===== src/shared/cdp_params.svh =====
`ifndef CDP_PARAMS_SVH
`define CDP_PARAMS_SVH
// Reset value of the working registers
`define CDP_REG_RST 16'h0000
// Reset value of the stack pointer
`define CDP_SP_RST 16'h0000
// Pointer steps for byte and word accesses
`define CDP_STEP_BYTE 16'h0001
`define CDP_STEP_WORD 16'h0002
// Stack pointer step per push or pop
`define CDP_SP_STEP 16'h0002
// Upper byte of an 8-bit pointer field
`define CDP_PTR_HI 8'h00
// Largest decimal digit and its adjust
`define CDP_BCD_MAX 5'h09
`define CDP_BCD_ADJ 4'h6
`define CDP_BCD_NINE 4'h9
// Single bit for bit masks
`define CDP_BIT_ONE 16'h0001
// Position of the byte offset inside the secondary pointer
`define CDP_BIT_POS 3
// Divide by zero quotient
`define CDP_DZ_Q 16'hFFFF
`define CDP_DZ_Q32 32'hFFFF_FFFF
`endif


===== src/shared/cdp_pkg.sv =====
package cdp_pkg;
  typedef enum logic [4:0] {
    add_op, add_carry_op, short_immediate_sum_op, decimal_sum_op,
    difference_with_carry_op, decimal_difference_op, unsigned_product_op,
    quotient_op, double_word_quotient_op, test_equal_op, test_greater_op,
    and_op, or_op, xor_op, plus_one_op, minus_one_skip_zero_op,
    bit_set_op, bit_clear_op, bit_test_op, fetch_op, write_back_op,
    push_op, pop_op, load_primary_op, load_limit_op, load_secondary_op
  } cdp_op_t;
  typedef enum logic [3:0] {
    mode_reg_b, mode_reg_x, mode_direct, mode_indirect, mode_indexed,
    mode_immediate, mode_auto_x, mode_auto_b_skip, mode_mem_mem,
    mode_imm_mem, mode_bit_pair
  } cdp_mode_t;
  typedef enum {st_idle, st_ptr, st_rd, st_rd2, st_exec, st_wr} cdp_state_t;
endpackage


===== src/logic/cdp_core.sv =====
`include "cdp_params.svh"
module cdp_core #(
  parameter int DATA_W = 16
) (
  // Clock and reset
  input wire logic clk,
  input wire logic srst,
  // Decoded instruction
  input wire logic cmd_valid,
  output logic cmd_ready,
  input wire cdp_pkg::cdp_op_t cmd_op,
  input wire cdp_pkg::cdp_mode_t cmd_mode,
  input wire logic cmd_word,
  input wire logic cmd_down,
  input wire logic [2:0] cmd_len,
  input wire logic [15:0] cmd_fld_a,
  input wire logic [15:0] cmd_fld_b,
  // Memory bus
  output logic mem_req,
  output logic mem_we,
  output logic mem_byte,
  output logic [15:0] mem_addr,
  output logic [15:0] mem_wdata,
  input wire logic mem_ack,
  input wire logic [15:0] mem_rdata,
  // Core state
  output logic done,
  output logic skip_pending,
  output logic carry_flag,
  output logic [15:0] accumulator_reg,
  output logic [15:0] primary_pointer_reg,
  output logic [15:0] secondary_pointer_reg,
  output logic [15:0] loop_limit_reg,
  output logic [15:0] stack_top_pointer_reg,
  output logic [15:0] program_counter_reg
);
  if (DATA_W != 16) begin : g_bad_width
    $error("cdp_core serves a 16-bit datapath only");
  end

  cdp_pkg::cdp_state_t state_q;
  cdp_pkg::cdp_op_t op_q;
  cdp_pkg::cdp_mode_t mode_q;
  logic word_q, down_q;
  logic [15:0] fb_q, ea_q, dadr_q, opnd_q, dval_q;
  logic fire, ptr_in, imm_in, bit_in, nord_in, word_in;
  logic [15:0] ea_in, immv_in, bit_addr, rd_val, ptr_ea;
  logic exec, memdst, auto_x, auto_b, bpass;
  logic [15:0] step, lhs, bop, xnext, bnext, bmask, waddr;
  logic [2:0] bit_sel;

  assign fire = cmd_valid & cmd_ready;
  assign ptr_in = cmd_mode == cdp_pkg::mode_indirect || cmd_mode == cdp_pkg::mode_indexed;
  assign imm_in = cmd_mode == cdp_pkg::mode_immediate;
  assign bit_in = cmd_op == cdp_pkg::bit_set_op || cmd_op == cdp_pkg::bit_clear_op
    || cmd_op == cdp_pkg::bit_test_op;
  assign nord_in = cmd_op == cdp_pkg::write_back_op || cmd_op == cdp_pkg::push_op;
  // Bit ops are byte wide, stack traffic is word wide
  assign word_in = (cmd_word || cmd_op == cdp_pkg::push_op || cmd_op == cdp_pkg::pop_op)
    && !bit_in;
  assign bit_addr = primary_pointer_reg
    + {3'b000, secondary_pointer_reg[15:`CDP_BIT_POS]};
  assign ea_in = cmd_op == cdp_pkg::push_op ? stack_top_pointer_reg
    : cmd_op == cdp_pkg::pop_op ? stack_top_pointer_reg - `CDP_SP_STEP
    : (cmd_mode == cdp_pkg::mode_reg_b || cmd_mode == cdp_pkg::mode_auto_b_skip)
      ? primary_pointer_reg
    : (cmd_mode == cdp_pkg::mode_reg_x || cmd_mode == cdp_pkg::mode_auto_x)
      ? secondary_pointer_reg
    : cmd_mode == cdp_pkg::mode_bit_pair ? bit_addr
    : cmd_mode == cdp_pkg::mode_mem_mem ? cmd_fld_b : cmd_fld_a;
  assign immv_in = (cmd_word && cmd_op != cdp_pkg::short_immediate_sum_op)
    ? cmd_fld_b : {8'h00, cmd_fld_b[7:0]};
  assign rd_val = mem_byte ? {8'h00, mem_rdata[7:0]} : mem_rdata;
  assign ptr_ea = mode_q == cdp_pkg::mode_indexed ? mem_rdata + fb_q : mem_rdata;

  assign exec = state_q == cdp_pkg::st_exec;
  assign memdst = mode_q == cdp_pkg::mode_mem_mem || mode_q == cdp_pkg::mode_imm_mem;
  assign auto_x = mode_q == cdp_pkg::mode_auto_x;
  assign auto_b = mode_q == cdp_pkg::mode_auto_b_skip;
  assign step = word_q ? `CDP_STEP_WORD : `CDP_STEP_BYTE;
  assign xnext = down_q ? secondary_pointer_reg - step : secondary_pointer_reg + step;
  assign bnext = down_q ? primary_pointer_reg - step : primary_pointer_reg + step;
  assign bpass = down_q ? bnext < loop_limit_reg : bnext > loop_limit_reg;
  // accumulator unless memory is the destination
  assign lhs = memdst ? dval_q : accumulator_reg;
  assign bit_sel = mode_q == cdp_pkg::mode_bit_pair
    ? secondary_pointer_reg[2:0] : fb_q[2:0];
  assign bmask = `CDP_BIT_ONE << bit_sel;
  assign waddr = memdst ? dadr_q : ea_q;

  // Binary adder, shared by add and subtract
  logic bsub, cin, bcar;
  logic [16:0] bsum17;
  logic [8:0] bsum9;
  assign bsub = op_q == cdp_pkg::difference_with_carry_op;
  assign cin = (op_q == cdp_pkg::add_carry_op || bsub) ? carry_flag : 1'b0;
  assign bop = bsub ? ~opnd_q : opnd_q;
  assign bsum17 = {1'b0, lhs} + {1'b0, bop} + {16'h0000, cin};
  assign bsum9 = {1'b0, lhs[7:0]} + {1'b0, bop[7:0]} + {8'h00, cin};
  assign bcar = word_q ? bsum17[16] : bsum9[8];

  // Decimal adder; decimal_difference_op adds the nines complement
  logic dsub, dcar;
  logic [4:0] bcd_c;
  logic [15:0] dsum;
  assign dsub = op_q == cdp_pkg::decimal_difference_op;
  assign bcd_c[0] = carry_flag;
  for (genvar gi = 0; gi < DATA_W / 4; gi++) begin : g_bcd
    logic [3:0] nb;
    logic [4:0] t;
    logic ov;
    assign nb = dsub ? `CDP_BCD_NINE - opnd_q[4*gi +: 4] : opnd_q[4*gi +: 4];
    assign t = {1'b0, lhs[4*gi +: 4]} + {1'b0, nb} + {4'h0, bcd_c[gi]};
    assign ov = t > `CDP_BCD_MAX;
    assign dsum[4*gi +: 4] = ov ? t[3:0] + `CDP_BCD_ADJ : t[3:0];
    assign bcd_c[gi+1] = ov;
  end
  // decimal carry from the digit chain
  assign dcar = word_q ? bcd_c[4] : bcd_c[2];

  // Multiply and divide; divide by zero flags carry
  logic dz;
  logic [31:0] prod, div32, q32, r32;
  logic [15:0] q16, r16;
  assign dz = opnd_q == 16'h0000;
  assign prod = {16'h0000, lhs} * {16'h0000, opnd_q};
  assign div32 = {secondary_pointer_reg, lhs};
  assign q16 = dz ? `CDP_DZ_Q : lhs / opnd_q;
  assign r16 = dz ? lhs : lhs % opnd_q;
  assign q32 = dz ? `CDP_DZ_Q32 : div32 / {16'h0000, opnd_q};
  assign r32 = dz ? 32'h0000_0000 : div32 % {16'h0000, opnd_q};

  logic [15:0] res, resm, hi;
  logic c_nx, wr_m, wr_a, skip_t, md, to_dst;
  assign resm = word_q ? res : {8'h00, res[7:0]};
  always_comb
  begin
    res = opnd_q;
    hi = secondary_pointer_reg;
    c_nx = carry_flag;
    skip_t = 1'b0;
    md = 1'b0;
    to_dst = 1'b0;
    wr_m = 1'b0;
    wr_a = 1'b0;
    case (op_q)
      cdp_pkg::add_op, cdp_pkg::add_carry_op, cdp_pkg::short_immediate_sum_op,
      cdp_pkg::difference_with_carry_op:
      begin
        res = bsum17[15:0];
        c_nx = bcar;
        to_dst = 1'b1;
      end
      cdp_pkg::decimal_sum_op, cdp_pkg::decimal_difference_op:
      begin
        res = dsum;
        c_nx = dcar;
        to_dst = 1'b1;
      end
      cdp_pkg::unsigned_product_op:
      begin
        res = prod[15:0];
        hi = prod[31:16];
        c_nx = 1'b0;
        md = 1'b1;
        wr_a = 1'b1;
      end
      cdp_pkg::quotient_op:
      begin
        res = q16;
        hi = r16;
        c_nx = dz;
        md = 1'b1;
        wr_a = 1'b1;
      end
      cdp_pkg::double_word_quotient_op:
      begin
        res = q32[15:0];
        hi = r32[15:0];
        c_nx = dz || q32[31:16] != 16'h0000;
        md = 1'b1;
        wr_a = 1'b1;
      end
      cdp_pkg::test_equal_op: skip_t = lhs != opnd_q;
      cdp_pkg::test_greater_op: skip_t = !(lhs > opnd_q);
      cdp_pkg::and_op:
      begin
        res = lhs & opnd_q;
        to_dst = 1'b1;
      end
      cdp_pkg::or_op:
      begin
        res = lhs | opnd_q;
        to_dst = 1'b1;
      end
      cdp_pkg::xor_op:
      begin
        res = lhs ^ opnd_q;
        to_dst = 1'b1;
      end
      cdp_pkg::plus_one_op:
      begin
        res = opnd_q + `CDP_STEP_BYTE;
        wr_m = 1'b1;
      end
      cdp_pkg::minus_one_skip_zero_op:
      begin
        res = opnd_q - `CDP_STEP_BYTE;
        wr_m = 1'b1;
        skip_t = resm == 16'h0000;
      end
      cdp_pkg::bit_set_op:
      begin
        res = opnd_q | bmask;
        wr_m = 1'b1;
      end
      cdp_pkg::bit_clear_op:
      begin
        res = opnd_q & ~bmask;
        wr_m = 1'b1;
      end
      cdp_pkg::bit_test_op: skip_t = (opnd_q & bmask) == 16'h0000;
      // fetch also moves immediates to memory
      cdp_pkg::fetch_op: to_dst = 1'b1;
      cdp_pkg::write_back_op, cdp_pkg::push_op:
      begin
        res = accumulator_reg;
        wr_m = 1'b1;
      end
      cdp_pkg::pop_op: wr_a = 1'b1;
      default: res = opnd_q;
    endcase
    if (to_dst)
    begin
      wr_a = !memdst;
      wr_m = memdst;
    end
  end

  // Sequencer and memory bus
  always_ff @(posedge clk)
  begin
    if (srst)
    begin
      state_q <= cdp_pkg::st_idle;
      cmd_ready <= 1'b1;
      done <= 1'b0;
      mem_req <= 1'b0;
      mem_we <= 1'b0;
      mem_byte <= 1'b0;
      mem_addr <= `CDP_REG_RST;
      mem_wdata <= `CDP_REG_RST;
      op_q <= cdp_pkg::fetch_op;
      mode_q <= cdp_pkg::mode_immediate;
      word_q <= 1'b0;
      down_q <= 1'b0;
      fb_q <= `CDP_REG_RST;
      ea_q <= `CDP_REG_RST;
      dadr_q <= `CDP_REG_RST;
      opnd_q <= `CDP_REG_RST;
      dval_q <= `CDP_REG_RST;
    end
    else
    begin
      done <= 1'b0;
      case (state_q)
        cdp_pkg::st_idle:
          if (fire && skip_pending)
            done <= 1'b1;
          else if (fire)
          begin
            op_q <= cmd_op;
            mode_q <= cmd_mode;
            word_q <= word_in;
            down_q <= cmd_down;
            fb_q <= cmd_fld_b;
            ea_q <= ea_in;
            dadr_q <= cmd_fld_a;
            opnd_q <= immv_in;
            cmd_ready <= 1'b0;
            if (ptr_in)
            begin
              state_q <= cdp_pkg::st_ptr;
              mem_req <= 1'b1;
              mem_byte <= 1'b0;
              mem_addr <= {`CDP_PTR_HI, cmd_fld_a[7:0]};
            end
            else if (cmd_mode == cdp_pkg::mode_imm_mem)
            begin
              state_q <= cdp_pkg::st_rd2;
              mem_req <= 1'b1;
              mem_byte <= !word_in;
              mem_addr <= cmd_fld_a;
            end
            else if (imm_in || nord_in)
              state_q <= cdp_pkg::st_exec;
            else
            begin
              state_q <= cdp_pkg::st_rd;
              mem_req <= 1'b1;
              mem_byte <= !word_in;
              mem_addr <= ea_in;
            end
          end
        cdp_pkg::st_ptr:
          if (mem_ack)
          begin
            ea_q <= ptr_ea;
            mem_addr <= ptr_ea;
            mem_byte <= !word_q;
            state_q <= cdp_pkg::st_rd;
          end
        cdp_pkg::st_rd:
          if (mem_ack)
          begin
            opnd_q <= rd_val;
            if (mode_q == cdp_pkg::mode_mem_mem)
            begin
              mem_addr <= dadr_q;
              state_q <= cdp_pkg::st_rd2;
            end
            else
            begin
              mem_req <= 1'b0;
              state_q <= cdp_pkg::st_exec;
            end
          end
        cdp_pkg::st_rd2:
          if (mem_ack)
          begin
            dval_q <= rd_val;
            mem_req <= 1'b0;
            state_q <= cdp_pkg::st_exec;
          end
        cdp_pkg::st_exec:
          if (wr_m)
          begin
            mem_req <= 1'b1;
            mem_we <= 1'b1;
            mem_byte <= !word_q;
            mem_addr <= waddr;
            mem_wdata <= resm;
            state_q <= cdp_pkg::st_wr;
          end
          else
          begin
            done <= 1'b1;
            cmd_ready <= 1'b1;
            state_q <= cdp_pkg::st_idle;
          end
        cdp_pkg::st_wr:
          if (mem_ack)
          begin
            mem_req <= 1'b0;
            mem_we <= 1'b0;
            done <= 1'b1;
            cmd_ready <= 1'b1;
            state_q <= cdp_pkg::st_idle;
          end
        default: state_q <= cdp_pkg::st_idle;
      endcase
    end
  end

  // Architectural registers
  always_ff @(posedge clk)
  begin
    if (srst)
    begin
      skip_pending <= 1'b0;
      carry_flag <= 1'b0;
      accumulator_reg <= `CDP_REG_RST;
      primary_pointer_reg <= `CDP_REG_RST;
      secondary_pointer_reg <= `CDP_REG_RST;
      loop_limit_reg <= `CDP_REG_RST;
      stack_top_pointer_reg <= `CDP_SP_RST;
      program_counter_reg <= `CDP_REG_RST;
    end
    else
    begin
      if (fire)
        program_counter_reg <= program_counter_reg + {13'h0000, cmd_len};
      // skip consumed by the next instruction
      if (fire && skip_pending)
        skip_pending <= 1'b0;
      if (exec)
      begin
        carry_flag <= c_nx;
        if (wr_a)
          accumulator_reg <= resm;
        if (auto_x)
          secondary_pointer_reg <= xnext;
        if (auto_b)
          primary_pointer_reg <= bnext;
        // limit cleared, mul/div wins over stepping
        if (md)
        begin
          secondary_pointer_reg <= hi;
          loop_limit_reg <= `CDP_REG_RST;
        end
        if (skip_t || (auto_b && bpass))
          skip_pending <= 1'b1;
        if (op_q == cdp_pkg::push_op)
          stack_top_pointer_reg <= stack_top_pointer_reg + `CDP_SP_STEP;
        if (op_q == cdp_pkg::pop_op)
          stack_top_pointer_reg <= stack_top_pointer_reg - `CDP_SP_STEP;
        if (op_q == cdp_pkg::load_primary_op)
          primary_pointer_reg <= opnd_q;
        if (op_q == cdp_pkg::load_limit_op)
          loop_limit_reg <= opnd_q;
        if (op_q == cdp_pkg::load_secondary_op)
          secondary_pointer_reg <= opnd_q;
      end
    end
  end
endmodule // cdp_core


===== config.mk =====
export PLATFORM = sky130hd
export DESIGN_NAME = cdp_core
export DESIGN_NICKNAME = d
export VERILOG_FILES = /design/src/shared/cdp_pkg.sv /design/src/logic/cdp_core.sv
export VERILOG_INCLUDE_DIRS = /design/src /design/src/shared
export SDC_FILE = /design/constraint.sdc
export NUM_CORES = 2
export LEC_CHECK = 0
export BUFFER_PORTS_ARGS = -buffer_cell sky130_fd_sc_hd__buf_2
export CAP_MARGIN = 25
export CORE_ASPECT_RATIO = 0.6
export CORE_MARGIN = 2
export CORE_UTILIZATION = 45
export CTS_CLUSTER_SIZE = 14
export DETAILED_ROUTE_END_ITERATION = 7
export PLACE_DENSITY = 0.58
export SLEW_MARGIN = 20
export SYNTH_ARGS = -nofsm -noshare
export SYNTH_HDL_FRONTEND = slang
export SYNTH_SLANG_ARGS = --single-unit

===== constraint.sdc =====
create_clock -name clk -period 130.1 [get_ports clk]
set_input_delay 6.505 -clock clk [delete_from_list [all_inputs] [get_ports clk]]
set_output_delay 6.505 -clock clk [all_outputs]
set_load 0.05 [all_outputs]

==> impl_metrics.toml <==
[layout]
regArea_mm2 = 0.00457
mostFrequentLayoutCell = "nand2_1"
final_cell_mix = "nand2_1, ha_1, nor2_1"
multi_input_area_mm2 = 0.0481
area_growth_pct = 7.40
final_nets = 8738
drive_above_1_share_pct = 9.78
nFillCells = 12300

[routing]
ant_nets = 0
drc = 0
dr.first_iter.drc_count = 8112
first_pass_iters = 8
wl_per_cell_um = 26.9
num_vias = 60700
drt_wl_total_um = 250000
vias_per_cell = 6.52

[worst_setup_path]
cp_top_family = "compound AO/OA/AOI/OAI gates"
rrSetupSlack_ps = 25250
critical_path.max_stage_delay_ps = 860
r2r_start = "opnd_q[6]"
start_kind = "flip-flop"
cpMostUsedCell = "o21a_1"
crit_buf_inv = 15
crit_path_end_kind = "flip-flop"
r2r_end = "secondary_pointer_reg[8]"
critical_path_depth = 417
crit_required_ps = 130610
cp_slowest_cell = "a211oi_4"
crit_type = "reg -> reg"
reg2regPathDepth = 417
cp.arrival_ps = 105360
critical_path.max_fanout = 37

[grt]
overflow = 0
grt.total_usage_pct = 37.9
antenna_found_initial = 13
grt_pass1_vias = 53900
grt_max_degree = 122
grt_pass1_wl_um = 362000

[clocking]
cts-hold-fix-buffers = 0
htreeDepth = 1
cts_tree = "done"
clkLatencyLatePin_ps = 620
cts_inserted_buffers = 25
clkSlewWorstSetupHoldPaths_ps = 70
clockBufferDepth = 3
ctsRootBufferMaster = "clkbuf_16"
postCtsResizedCells = 0
cts.sinks = 228
postCtsSetupBuffers = 0

[synth]
synthTopCellsByArea = "ha_1, dfxtp_1, fa_1"
ys_ff_latch = 228
yosys.area.top_type = "ha_1"
synthCells = 7584
netlist.area_leader.share_pct = 17.9
ys_types = 128
synth_flop_cell = "dfxtp_1"
syn_avg_cell_area_um2 = 7.31
synth_edf_count = 0
async_reset_ff_share_pct = 0
yosysWarnings = 0
ys_seq_area_share_pct = 8.23
syn-num-nets = 8655
syn-cell-area_mm2 = 0.0554

[floorplan]
die_h_um = 276
start_util_pct = 45.5
ioPinCount = 201
die-area_mm2 = 0.126
rows = 99
dieWidth_um = 457
core_area_mm2 = 0.122

[worst_hold_path]
hold_depth = 2
hold_end = "mem_wdata[9]"
min_from = "mem_wdata[9]"
min_path_type = "reg -> reg"

[timing]
tns_ps = 0
slew_viol_final = 0
hold_viol = 0
setup_ws_ps = 25250
min_period_ps = 104850
maxSlewHeadroom_pct = 21.0
tightestPinTransition_ps = 1180
fin_skew_ps = 67.3
timing.fmax_mhz = 9.54
rsz0062_at_grt = "false"
setup_viol = 0
period_share_pct = 80.6

[outcome]
status = "finished, final reports clean"

[placement]
pre_cts_slack_ps = 26330
dp.final_hpwl_um = 197000
port-buffer-count = 199
gp_congestion = 1.07

[run]
maxCapViolCount = 0
## cell usage after synthesis (all sizes together) (16+ instances only)
library cell	instances
o2111ai	19
a22oi	38
clkbuf	255
a21oi	576
o21a	303
and2	60
o31ai	172
nor2	678
mux2i	109
fa	212
a21boi	21
o21bai	65
mux2	120
or3	70
a211oi	118
a2111oi	19
buf	72
or4	19
a31oi	64
nand2b	78
a311oi	36
xor2	112
nor3	370
nand2	917
a221oi	40
or2	80
nor4	50
nand4	73
nand3	119
a21o	176
o21ai	358
o211ai	51
o221ai	26
nor2b	54
and3	40
inv	441
dfxtp	228
and4	20
xnor2	252
nor3b	16
ha	793
o22ai	31
## cell type report
class	count	share of cell area (%)
inverters	446	2.81
well taps	1616	3.40
repair buffers	383	4.04
clock inverters	9	0.181
diodes	7	0.0294
multi-input cells	6583	80.7
flip-flops and latches	228	7.67
clock buffers	33	1.18
## worst max path at each step
stage / end / slack [ps] / from
final: secondary_pointer_reg[8] / 25250 / opnd_q[6]
after floorplan: secondary_pointer_reg[10] / 35140 / opnd_q[0]
after detailed placement: secondary_pointer_reg[8] / 26330 / opnd_q[6]
after global placement: secondary_pointer_reg[8] / 29310 / opnd_q[6]
after CTS: secondary_pointer_reg[8] / 26020 / opnd_q[6]
after global routing: secondary_pointer_reg[14] / 18110 / opnd_q[6]
## worst register-to-register path, delay by kind of cell (launching register included)
| kind | cells | cell delay, ps |
|---|---|---|
| adder cells (fa/ha/maj) | 32 | 10140 |
| AND/OR/NAND/NOR | 101 | 25290 |
| AO/OA/AOI/OAI | 256 | 61050 |
| flip-flops | 1 | 330 |
| multiplexers | 13 | 4460 |
| buffers and inverters | 15 | 3460 |
## kinds of logic after synthesis
kind of cell / share of synthesized area [%]
and+or+nand+nor: 22.8
AOI/OAI and AO/OA: 27.8
adders and majority gates: 25.6
buffers and inverters: 5.42
xor gates and xnor gates: 5.75
muxes: 4.42
DFF: 8.23
other: 0.00676
## per-stage QoR
step                      std cells  util (%)  area (um2)  hold slack [ps]
after detailed placement       9250      48.1       58700              447
after CTS                      9292      48.8       59500              456
after global routing           9298      48.8       59500              471
after global placement         9249      48.1       58600              442
after floorplan                7584         -       55400              432
final                          9305      48.9       59600              456
## layer usage
layer | GRT usage, % | share of wire, % | vias up
met4 | 8.07 | 2.5 | 14
met3 | 13.8 | 15 | 385
met2 | 48.4 | 36 | 3571
met5 | 0 | 0.044 | -
met1 | 58.3 | 47 | 28800
li1 | - | - | 27900
Power is left out: the tool's default activity adds up to more than one toggle a clock period on the data nets, which glitch-free logic cannot reach.
